`config.mk`:
```
export PLATFORM = sky130hd
export DESIGN_NAME = sfh_host
export DESIGN_NICKNAME = d
export VERILOG_FILES = /design/src/sfh_pkg.sv /design/src/sfh_host.sv
export VERILOG_INCLUDE_DIRS = /design/src
export SDC_FILE = /design/constraint.sdc
export NUM_CORES = 1
export LEC_CHECK = 0
export BUFFER_PORTS_ARGS = -buffer_cell sky130_fd_sc_hd__buf_2
export CORE_MARGIN = 5
export CORE_UTILIZATION = 60
export CTS_CLUSTER_DIAMETER = 50
export DETAILED_ROUTE_END_ITERATION = 6
export PLACE_DENSITY_LB_ADDON = 0.08
export REMOVE_ABC_BUFFERS = 1
export SETUP_SLACK_MARGIN = 0.5
export SYNTH_ARGS = -nofsm -noshare
export SYNTH_HDL_FRONTEND = slang
export SYNTH_SLANG_ARGS = --single-unit
```
`constraint.sdc`:
```
create_clock -name clk_sys -period 10.15 [get_ports clk_sys]
set_input_delay 0.5075 -clock clk_sys [delete_from_list [all_inputs] [get_ports clk_sys]]
set_output_delay 0.5075 -clock clk_sys [all_outputs]
set_load 0.05 [all_outputs]
```
`src/sfh_map.svh`:
```
// Constants of the serial flash host: register map, fields, opcodes, timing.
// Assumes a 100 MHz system clock and word-indexed Avalon-MM addressing.
`ifndef SFH_MAP_SVH
`define SFH_MAP_SVH

// Register indices (Avalon word address)
`define SFH_REG_CTRL    3'h0
`define SFH_REG_ADDR    3'h1
`define SFH_REG_TXCFG   3'h2
`define SFH_REG_STATUS  3'h3
`define SFH_REG_RDATA   3'h4

// Control and status register fields
`define SFH_CTRL_HAS_ADDR 8
`define SFH_CTRL_HAS_TX   9
`define SFH_CTRL_START    10
`define SFH_STAT_ERR      6

// Opcodes
`define SFH_OP_READ     8'h03
`define SFH_OP_FAST     8'h0B
`define SFH_OP_DOUT     8'h3B
`define SFH_OP_DIO      8'hBB
`define SFH_OP_QIO      8'hEB
`define SFH_OP_QOUT     8'h6B
`define SFH_OP_SFDP     8'h5A
`define SFH_OP_QPP      8'h32
`define SFH_OP_PP       8'h02
`define SFH_OP_QEN      8'h38
`define SFH_OP_QEXIT    8'hFF
`define SFH_OP_RARM     8'h66
`define SFH_OP_RST      8'h99
`define SFH_OP_WLSET    8'h06
`define SFH_OP_WLCLR    8'h04
`define SFH_OP_RDSR     8'h05
`define SFH_OP_WRSR     8'h01
`define SFH_OP_E1K      8'h46
`define SFH_OP_E2K      8'h24
`define SFH_OP_E4K      8'h20
`define SFH_OP_E32K     8'h52
`define SFH_OP_E64K     8'hD8
`define SFH_OP_CE1      8'hC7
`define SFH_OP_CE2      8'h60

// Timing and reset status value
`define SFH_CLK_MHZ         100
`define SFH_RST_RECOV_NS    28000
`define SFH_CS_GAP_CYC      4
`define SFH_RST_VAL         8'h00

`endif

```
`src/sfh_pkg.sv`:
```
// Types of the serial flash host.
// Assumes sfh_map.svh supplies all numeric constants.
package sfh_pkg;

    typedef enum logic [2:0] {
        PH_IDLE, PH_OPC, PH_ADR, PH_DUM, PH_TXD, PH_RXD, PH_GAP
    } sfh_phase_e;

    typedef struct packed {
        logic [3:0]  dq_s1;
        logic [3:0]  dq_s2;
        logic        bus_wait;
        logic [31:0] bus_rdata;
        logic [7:0]  op;
        logic        has_addr;
        logic        has_tx;
        logic [7:0]  rx_len;
        logic [23:0] addr;
        logic [7:0]  tx_byte;
        logic [7:0]  perf;
        sfh_phase_e  ph;
        logic [7:0]  div;
        logic        sck;
        logic        cs_n;
        logic [3:0]  dq_o;
        logic [3:0]  dq_oe_n;
        logic [31:0] sh;
        logic [7:0]  rx;
        logic [5:0]  cnt;
        logic [2:0]  w;
        logic [2:0]  wa;
        logic [2:0]  wd;
        logic [5:0]  dum;
        logic [7:0]  rxn;
        logic [11:0] gap;
        logic [7:0]  rdata;
        logic        rvalid;
        logic        quad_cmd_mode;
        logic        cont_mode;
        logic        reset_arm;
        logic        write_enable_latch;
        logic        small_erase;
        logic        err;
    } sfh_state_s;

endpackage

```
`src/sfh_host.sv`:
```
// Host controller that drives a serial/quad flash over its pins.
// Assumes one 100 MHz clock and an Avalon-MM master.
//
// Functional notes
// Power-down release ID repeats while selected.
// Order byte 00h: maker first; 01h: device first.
// JEDEC ID: maker, type, capacity.
// Reads: 24-bit address, streamed data, per-opcode lanes.
// Dummies 0 for 03h, 4 for BBh, else 8; quad allows 0Bh, EBh.
// EBh: 2 dummy clocks carry enhance indicator.
// Read acceptance depends on command mode.
// After 38h all commands use 4 lanes.
// Quad mode forbids 03h, 3Bh, BBh, 32h.
// FFh returns quad mode to single-bit.
// FFh is no quad reset in single-bit mode.
// FFh leaves continuous read first, then quad.
// Reset: 66h frame, then 99h frame.
// 99h acts only right after 66h.
// Reset clears status to 00h.
// Reset aborts program or erase.
// Wait 28 us after reset.
// Reset pair in current width; quad in continuous read.
// Reset pair works in any mode; back to single-bit.
// Reset keeps deep power-down.
// No reset during 1K, 2K, 4K, 32K erase.
// 06h sets write latch, needed before program, erase, status write.
// Bytes MSB first.
// Opcode: 8 clocks single, 2 quad.
// Write latch clears after status write, program, erase.
//
// Local design decisions: the placing of the registers and register access over Avalon-MM.
`timescale 1ns/10ps
`include "sfh_map.svh"

module sfh_host
    import sfh_pkg::*;
#(
    parameter int        SCK_HALF = 4,
    parameter logic [7:0] ENH_CODE = 8'hA0
) (
    input  wire logic        clk_sys,
    input  wire logic        rst_b,
    input  wire logic [2:0]  avs_address,
    input  wire logic        avs_read,
    input  wire logic        avs_write,
    input  wire logic [31:0] avs_writedata,
    output logic [31:0]      avs_readdata,
    output logic             avs_waitrequest,
    output logic             spi_sck,
    output logic             spi_cs_n,
    input  wire logic [3:0]  spi_dq_i,
    output logic [3:0]       spi_dq_o,
    output logic [3:0]       spi_dq_oe_n
);

    localparam int RECOV_CYC = (`SFH_RST_RECOV_NS * `SFH_CLK_MHZ + 999) / 1000;

    sfh_state_s st_q;
    sfh_state_s st_d;

    ////////////////////////////////////////////////////////////////////////
    // Helper functions

    // Clocks needed for one byte at a lane width
    function automatic logic [5:0] clk_byte(input logic [2:0] w);
        clk_byte = (w == 3'd4) ? 6'd2 : (w == 3'd2) ? 6'd4 : 6'd8;
    endfunction

    // Address lane width
    function automatic logic [2:0] addr_w(input logic [7:0] op, input logic qm);
        addr_w = (qm || op == `SFH_OP_QIO) ? 3'd4 : (op == `SFH_OP_DIO) ? 3'd2 : 3'd1;
    endfunction
    // Data lane width
    function automatic logic [2:0] data_w(input logic [7:0] op, input logic qm);
        data_w = (qm || op == `SFH_OP_QIO || op == `SFH_OP_QOUT || op == `SFH_OP_QPP) ? 3'd4 :
                 (op == `SFH_OP_DIO || op == `SFH_OP_DOUT) ? 3'd2 : 3'd1;
    endfunction

    // Dummy clocks before read data
    function automatic logic [5:0] dummy_n(input logic [7:0] op);
        case (op)
            `SFH_OP_FAST, `SFH_OP_DOUT, `SFH_OP_QIO,
            `SFH_OP_QOUT, `SFH_OP_SFDP: dummy_n = 6'd8;
            `SFH_OP_DIO:                dummy_n = 6'd4;
            default:                    dummy_n = 6'd0;
        endcase
    endfunction

    // Output lanes, top bits first
    function automatic logic [3:0] lanes(input logic [31:0] sh, input logic [2:0] w);
        lanes = (w == 3'd4) ? sh[31:28] : (w == 3'd2) ? {2'b11, sh[31:30]} : {3'b110, sh[31]};
    endfunction
    // Output enables, low while driving
    function automatic logic [3:0] oe_for(input logic [2:0] w, input logic drv);
        oe_for = (w == 3'd4) ? (drv ? 4'h0 : 4'hF) : (w == 3'd2) ? (drv ? 4'h0 : 4'h3) : 4'h2;
    endfunction
    // Shift sampled lanes into the receive byte
    function automatic logic [7:0] samp(input logic [7:0] rx, input logic [3:0] dq,
                                       input logic [2:0] w);
        samp = (w == 3'd4) ? {rx[3:0], dq} : (w == 3'd2) ? {rx[5:0], dq[1:0]} : {rx[6:0], dq[1]};
    endfunction

    // Next phase after the current one ends
    function automatic sfh_phase_e next_ph(input sfh_phase_e cur, input logic ha,
                                           input logic [5:0] dm, input logic tx,
                                           input logic [7:0] rn);
        next_ph = PH_GAP;
        if (cur == PH_OPC && ha)
            next_ph = PH_ADR;
        else if ((cur == PH_OPC || cur == PH_ADR) && dm != 6'd0)
            next_ph = PH_DUM;
        else if (cur != PH_TXD && cur != PH_RXD && tx)
            next_ph = PH_TXD;
        else if (cur != PH_RXD && rn != 8'd0)
            next_ph = PH_RXD;
    endfunction

    // Commands that need the write latch
    function automatic logic needs_wel(input logic [7:0] op);
        case (op)
            `SFH_OP_PP, `SFH_OP_QPP, `SFH_OP_WRSR, `SFH_OP_E1K, `SFH_OP_E2K,
            `SFH_OP_E4K, `SFH_OP_E32K, `SFH_OP_E64K, `SFH_OP_CE1,
            `SFH_OP_CE2: needs_wel = 1'b1;
            default:     needs_wel = 1'b0;
        endcase
    endfunction

    ////////////////////////////////////////////////////////////////////////
    // Next-state logic

    logic       go;
    logic       pop;
    logic       clr_err;
    logic       refuse;
    logic       ld;
    sfh_phase_e nph;

    always_comb begin
        st_d    = st_q;
        go      = 1'b0;
        pop     = 1'b0;
        clr_err = 1'b0;
        refuse  = 1'b0;
        ld      = 1'b0;
        nph     = PH_GAP;
        // Pin synchroniser
        st_d.dq_s1 = spi_dq_i;
        st_d.dq_s2 = st_q.dq_s1;

        // Avalon slave: answer one cycle after the request
        st_d.bus_wait = 1'b1;
        if ((avs_read || avs_write) && st_q.bus_wait) begin
            st_d.bus_wait  = 1'b0;
            case (avs_address)
                `SFH_REG_CTRL:   st_d.bus_rdata = {8'h00, st_q.rx_len, 5'h00, 1'b0,
                                                   st_q.has_tx, st_q.has_addr, st_q.op};
                `SFH_REG_ADDR:   st_d.bus_rdata = {8'h00, st_q.addr};
                `SFH_REG_TXCFG:  st_d.bus_rdata = {16'h0000, st_q.perf, st_q.tx_byte};
                `SFH_REG_STATUS: st_d.bus_rdata = {24'h00_0000, st_q.rvalid, st_q.err,
                                                   st_q.small_erase, st_q.write_enable_latch,
                                                   st_q.reset_arm, st_q.cont_mode,
                                                   st_q.quad_cmd_mode, st_q.ph != PH_IDLE};
                `SFH_REG_RDATA:  st_d.bus_rdata = {24'h00_0000, st_q.rdata};
                default:         st_d.bus_rdata = 32'h0000_0000;
            endcase
        end
        if (avs_write && !st_q.bus_wait) begin
            case (avs_address)
                `SFH_REG_CTRL: begin
                    st_d.op       = avs_writedata[7:0];
                    st_d.has_addr = avs_writedata[`SFH_CTRL_HAS_ADDR];
                    st_d.has_tx   = avs_writedata[`SFH_CTRL_HAS_TX];
                    st_d.rx_len   = avs_writedata[23:16];
                    go            = avs_writedata[`SFH_CTRL_START];
                end
                `SFH_REG_ADDR:   st_d.addr = avs_writedata[23:0];
                `SFH_REG_TXCFG: begin
                    st_d.tx_byte = avs_writedata[7:0];
                    st_d.perf    = avs_writedata[15:8];
                end
                `SFH_REG_STATUS: clr_err = avs_writedata[`SFH_STAT_ERR];
                default: ;
            endcase
        end
        pop = avs_read && !st_q.bus_wait && avs_address == `SFH_REG_RDATA;
        if (pop) st_d.rvalid = 1'b0;
        if (clr_err) st_d.err = 1'b0;

        // Command engine
        case (st_q.ph)
            PH_IDLE: begin
                if (go) begin
                    // Host-side checks before a frame is launched
                    if (st_q.quad_cmd_mode && (st_d.op == `SFH_OP_READ || st_d.op == `SFH_OP_DOUT ||
                        st_d.op == `SFH_OP_DIO || st_d.op == `SFH_OP_QPP))
                        refuse = 1'b1;
                    if (st_d.op == `SFH_OP_RST && (!st_q.reset_arm || st_q.small_erase))
                        refuse = 1'b1;
                    if (needs_wel(st_d.op) && !st_q.write_enable_latch)
                        refuse = 1'b1;
                    if (st_q.cont_mode && st_d.op != `SFH_OP_QIO && st_d.op != `SFH_OP_QEXIT &&
                        st_d.op != `SFH_OP_RARM && st_d.op != `SFH_OP_RST)
                        refuse = 1'b1;
                    if (refuse) begin
                        st_d.err = 1'b1;
                    end else begin
                        st_d.wa   = addr_w(st_d.op, st_q.quad_cmd_mode);
                        st_d.wd   = data_w(st_d.op, st_q.quad_cmd_mode);
                        st_d.dum  = dummy_n(st_d.op);
                        st_d.rxn  = st_d.rx_len;
                        st_d.cs_n = 1'b0;
                        st_d.sck  = 1'b0;
                        st_d.div  = 8'd0;
                        st_d.reset_arm = (st_d.op == `SFH_OP_RARM);
                        if (st_d.op == `SFH_OP_E1K || st_d.op == `SFH_OP_E2K ||
                            st_d.op == `SFH_OP_E4K || st_d.op == `SFH_OP_E32K)
                            st_d.small_erase = 1'b1;
                        if (st_q.cont_mode && st_d.op == `SFH_OP_QIO) begin
                            // Continuous read resumes at the address
                            ld  = 1'b1;
                            nph = PH_ADR;
                        end else begin
                            st_d.ph = PH_OPC;
                            st_d.w  = (st_q.quad_cmd_mode || st_q.cont_mode) ? 3'd4 : 3'd1;
                            st_d.cnt = clk_byte(st_d.w);
                            st_d.sh  = {st_d.op, 24'h00_0000};
                            st_d.dq_o    = lanes(st_d.sh, st_d.w);
                            st_d.dq_oe_n = oe_for(st_d.w, 1'b1);
                        end
                        // Mode tracking follows the device
                        case (st_d.op)
                            `SFH_OP_QEN:   st_d.quad_cmd_mode = 1'b1;
                            `SFH_OP_QEXIT: begin
                                if (st_q.cont_mode)
                                    st_d.cont_mode = 1'b0;
                                else
                                    st_d.quad_cmd_mode = 1'b0;
                            end
                            `SFH_OP_RST: begin
                                st_d.quad_cmd_mode      = 1'b0;
                                st_d.cont_mode          = 1'b0;
                                st_d.write_enable_latch = `SFH_RST_VAL == 8'h00 ? 1'b0 : 1'b1;
                            end
                            `SFH_OP_WLSET: st_d.write_enable_latch = 1'b1;
                            `SFH_OP_WLCLR: st_d.write_enable_latch = 1'b0;
                            `SFH_OP_QIO:   st_d.cont_mode = (st_d.perf == ENH_CODE);
                            default: begin
                                if (needs_wel(st_d.op))
                                    st_d.write_enable_latch = 1'b0;
                            end
                        endcase
                    end
                end
            end
            PH_GAP: begin
                // Select high gap, stretched to the recovery time after reset
                if (st_q.gap == 12'd0)
                    st_d.ph = PH_IDLE;
                else
                    st_d.gap = st_q.gap - 12'd1;
            end
            default: begin
                if (st_q.div == 8'(SCK_HALF - 1)) begin
                    if (!st_q.sck) begin
                        // Rising edge: sample read lanes
                        st_d.div = 8'd0;
                        st_d.sck = 1'b1;
                        if (st_q.ph == PH_RXD)
                            st_d.rx = samp(st_q.rx, st_q.dq_s2, st_q.w);
                    end else if (!(st_q.ph == PH_RXD && st_q.cnt == 6'd1 && st_d.rvalid)) begin
                        // Falling edge: shift out, unless the read byte is unclaimed
                        st_d.div = 8'd0;
                        st_d.sck = 1'b0;
                        st_d.cnt = st_q.cnt - 6'd1;
                        st_d.sh  = st_q.sh << st_q.w;
                        st_d.dq_o = lanes(st_d.sh, st_q.w);
                        if (st_q.ph == PH_DUM && st_d.cnt == 6'd6)
                            st_d.dq_oe_n = oe_for(st_q.w, 1'b0);
                        if (st_q.cnt == 6'd1) begin
                            if (st_q.ph == PH_RXD) begin
                                st_d.rdata  = st_q.rx;
                                st_d.rvalid = 1'b1;
                                st_d.rxn    = st_q.rxn - 8'd1;
                                if (st_q.op == `SFH_OP_RDSR) begin
                                    st_d.write_enable_latch = st_q.rx[1];
                                    if (!st_q.rx[0])
                                        st_d.small_erase = 1'b0;
                                end
                                if (st_q.rxn != 8'd1)
                                    st_d.cnt = clk_byte(st_q.w);
                                else begin
                                    ld  = 1'b1;
                                    nph = PH_GAP;
                                end
                            end else begin
                                ld  = 1'b1;
                                nph = next_ph(st_q.ph, st_q.has_addr, st_q.dum,
                                              st_q.has_tx, st_q.rxn);
                            end
                        end
                    end
                end else begin
                    st_d.div = st_q.div + 8'd1;
                end
            end
        endcase

        // Load the next phase
        if (ld) begin
            st_d.ph = nph;
            case (nph)
                PH_ADR: begin
                    st_d.w   = st_d.wa;
                    st_d.cnt = 6'(3 * clk_byte(st_d.wa));
                    st_d.sh  = {st_d.addr, 8'h00};
                    st_d.dq_oe_n = oe_for(st_d.wa, 1'b1);
                end
                PH_DUM: begin
                    st_d.w   = (st_d.op == `SFH_OP_QIO) ? 3'd4 : st_d.wa;
                    st_d.cnt = st_d.dum;
                    st_d.sh  = {st_d.perf, 24'h00_0000};
                    st_d.dq_oe_n = oe_for(st_d.w, st_d.op == `SFH_OP_QIO);
                end
                PH_TXD: begin
                    st_d.w   = st_d.wd;
                    st_d.cnt = clk_byte(st_d.wd);
                    st_d.sh  = {st_d.tx_byte, 24'h00_0000};
                    st_d.dq_oe_n = oe_for(st_d.wd, 1'b1);
                end
                PH_RXD: begin
                    st_d.w   = st_d.wd;
                    st_d.cnt = clk_byte(st_d.wd);
                    st_d.dq_oe_n = oe_for(st_d.wd, 1'b0);
                end
                default: begin
                    st_d.cs_n    = 1'b1;
                    st_d.sck     = 1'b0;
                    st_d.dq_oe_n = 4'hF;
                    st_d.gap = 12'(`SFH_CS_GAP_CYC) +
                               ((st_d.op == `SFH_OP_RST) ? 12'(RECOV_CYC) : 12'd0);
                end
            endcase
            st_d.dq_o = lanes(st_d.sh, st_d.w);
        end
    end

    ////////////////////////////////////////////////////////////////////////
    // State register

    always_ff @(posedge clk_sys) begin
        if (!rst_b) begin
            st_q          <= '0;
            st_q.cs_n     <= 1'b1;
            st_q.dq_oe_n  <= 4'hF;
            st_q.bus_wait <= 1'b1;
        end else begin
            st_q <= st_d;
        end
    end

    // Outputs straight from the state register
    assign avs_readdata    = st_q.bus_rdata;
    assign avs_waitrequest = st_q.bus_wait;
    assign spi_sck         = st_q.sck;
    assign spi_cs_n        = st_q.cs_n;
    assign spi_dq_o        = st_q.dq_o;
    assign spi_dq_oe_n     = st_q.dq_oe_n;

endmodule

```
==> flow_metrics.tcl <==
set metrics [dict create \
    fp.dieArea_um2 24000 \
    grt_max_degree 89 \
    period_share 0.516 \
    p_sw_uw 462 \
    endpoint_kind "flop" \
    pwr-share-comb 0.049 \
    cp_slowest_cell "nor3_1" \
    maxSlewHeadroom 0.232 \
    yosysSeqAreaShare 0.329 \
    worstPathCellList "or3b_1 > nor2_2 > buf_4 > mux2_2 > a21oi_1 > a21oi_2 > nor3_1 > o221ai_1 > nor2b_1 > o221ai_1 > o21ai_0" \
    clockBufferDepth 3 \
    synth_seq_cells 207 \
    netlist_area_um2 12600 \
    io_pins 86 \
    final_nets 1623 \
    p_clk_frac 0.516 \
    fin_crit_ps 5240 \
    vias 12200 \
    placed_cell_area_um2 12800 \
    finClkSkew_ps 15.5 \
    grt_pass1_vias 11600 \
    clockRootBuffer "clkbuf_16" \
    gp_congestion 0.992 \
    hp-class "in2reg" \
    setup-tns-final_ps 0 \
    synth_top_cell_by_area "dfxtp_1" \
    syn_area_per_cell_um2 7.91 \
    tightest_slew_ps 1140 \
    p_leak_nw 5.24 \
    worstPathMaxFanout 18 \
    ys_warn_count 0 \
    crit_required_ps 10610 \
    worst_path_most_repeated_cell "o221ai_1" \
    crit_buf_inv 1 \
    use_met2 0.530 \
    peakVddDrop_mv 0.127 \
    cts_setup_buffers 0 \
    crit_family "simple AND/OR/NAND/NOR gates" \
    post-dp-hpwl_mm 29.5 \
    critPathLaunchType "flop" \
    numCtsBuffers 27 \
    overflow 0 \
    fin_cells 1867 \
    routedWlPerCell_um 22.1 \
    ctsResizeCount 0 \
    met3_usage 0.0604 \
    placedCellCount 1818 \
    finalMaxSlewViolations 0 \
    status "complete, no violations" \
    start_util 0.604 \
    yosys-top-cells-area "dfxtp_1 33%, mux2i_1 9.6%, nor2_1 6.5%, a21oi_1 4.8%, nand2_1 4.7%" \
    synth_top_cell_area_share 0.329 \
    design_area_um2 13700 \
    antennaDiodeCount 0 \
    crit_arrival_ps 5700 \
    drtIter0Drc 1123 \
    grt_use_total 0.337 \
    viasPerCell 6.55 \
    remaining_drc_errors 0 \
    yosysUniqueCellTypes 95 \
    cts_hold_buffers 0 \
    hold_viol_final 0 \
    cts.sinks 207 \
    drive_gt1_frac 0.134 \
    synth-edff-count 0 \
    seqPwrFrac 0.435 \
    numPortBuffers 69 \
    crit_type "reg2reg" \
    die_y_um 155 \
    grt_setup_unrepaired "false" \
    setup_viol 0 \
    powerDensity_nw_per_um2 138 \
    grt_pass1_wl_mm 64.8 \
    cts_tree "built" \
    row_count 53 \
    p_int_mw 1.43 \
    max_freq_mhz 191 \
    cap_violations 0 \
    cts.clk_slew.worst_paths_ps 60 \
    clk-insertion-delay-late_ps 540 \
    critPathMaxStageDelay_ps 990 \
    core-area_um2 20800 \
    async_flop_share 0 \
    firstDrtPassIters 6 \
    antenna_found_initial 0 \
    ys.flop_type "dfxtp_1" \
    fin_util 0.658 \
    h-tree-depth 1 \
    drtAntennaViolNets 0 \
    switching_share 0.245 \
    die_w_um 155 \
    whs_ps 188 \
    grt_busiest_layer "met2" \
    drt-total-wl_mm 41.3 \
    synthToLayoutAreaGrowth_pct 8.87 \
    grtUsageMet1 0.455 \
    syn_inst 1591 \
]
final timing paths:
check	start	endpoint	slack (ps)	cells after the start
setup / recovery	avs_waitrequest$_SDFF_PN1_	spi_dq_oe_n[1]$_SDFFE_PN1P_	4910	11
hold / removal	spi_dq_i[3]	st_d[211]$_SDFF_PN0_	190	2
setup reg to reg	avs_waitrequest$_SDFF_PN1_	spi_dq_oe_n[1]$_SDFFE_PN1P_	4910	11
hold reg to reg	st_d[208]$_SDFF_PN0_	st_q[208]$_SDFF_PN0_	440	1
cells in the mapped netlist, drive strengths merged (8+ instances only):
cell / n
nor2: 221
dfxtp: 207
nand2: 156
a21oi: 123
mux2i: 122
clkbuf: 95
o21ai: 88
buf: 56
nor3: 52
nand3: 44
a22oi: 31
and2: 27
inv: 20
a31oi: 17
nor4: 17
o22ai: 17
xnor2: 17
o31ai: 16
a211oi: 14
nor2b: 14
o221ai: 14
mux2: 13
and3: 12
mux4: 10
a31o: 9
or2: 9
a21o: 8
ha: 8
nand2b: 8
or3: 8
cell type report:
type	count	area (um^2)
inverters	23	88.8
clock inverters	18	213
flip-flops and latches	207	4150
clock buffers	31	711
multi-input cells	1217	7650
well taps	275	344
fillers	1856	7120
repair buffers	96	548
cells in the final DEF, fill, tap and decap left out, drive strengths merged, types with 16 or more instances in the layout:
master  netlist  final
xnor2        17     17
and2         27     27
inv          20     25
mux2i       122    122
nand3        44     44
o22ai        17     17
a22oi        31     31
nor2        221    221
a21oi       123    123
o31ai        16     16
nor4         17     17
nor3         52     52
o21ai        88     88
buf          56     96
clkbuf       95     31
dfxtp       207    207
a31oi        17     17
nand2       156    156
layer usage:
metal	up-vias	share of wire
li1	5685	-
met4	0	0.044
met5	-	0
met2	623	0.45
met1	5804	0.40
met3	111	0.10
registers in the layout, summed over array words and instances (netlist names):
signal           flops
st_q               169
spi_dq_o             4
avs_readdata        24
spi_sck              1
spi_cs_n             1
spi_dq_oe_n          3
avs_waitrequest      1
st_d                 4
stage by stage:
stage	worst slack (ps)	total power, mW
2_1_floorplan	5840	0.887
3_3_place_gp	4750	0.929
3_5_place_dp	4700	0.929
4_1_cts	5180	1.89
5_1_grt	4830	1.95
6_report	4910	1.89
power groups by stage:
stage	Combinational (mW)	Sequential, mW	Clock [mW]
floorplan	0.0463	0.840	0
global placement	0.0899	0.839	0
detailed placement	0.0901	0.839	0
CTS	0.0902	0.821	0.983
global route	0.0982	0.821	1.03
finish	0.0922	0.821	0.976
cells by family after synthesis:
logic type      synth area share
flops                      0.329
buf+inv                   0.0660
mux                        0.127
compound gates             0.213
simple gates               0.240
other cells             0.000298
xor+xnor                  0.0167
fa+ha+maj                0.00795
Power figures use the tool's default switching activity.
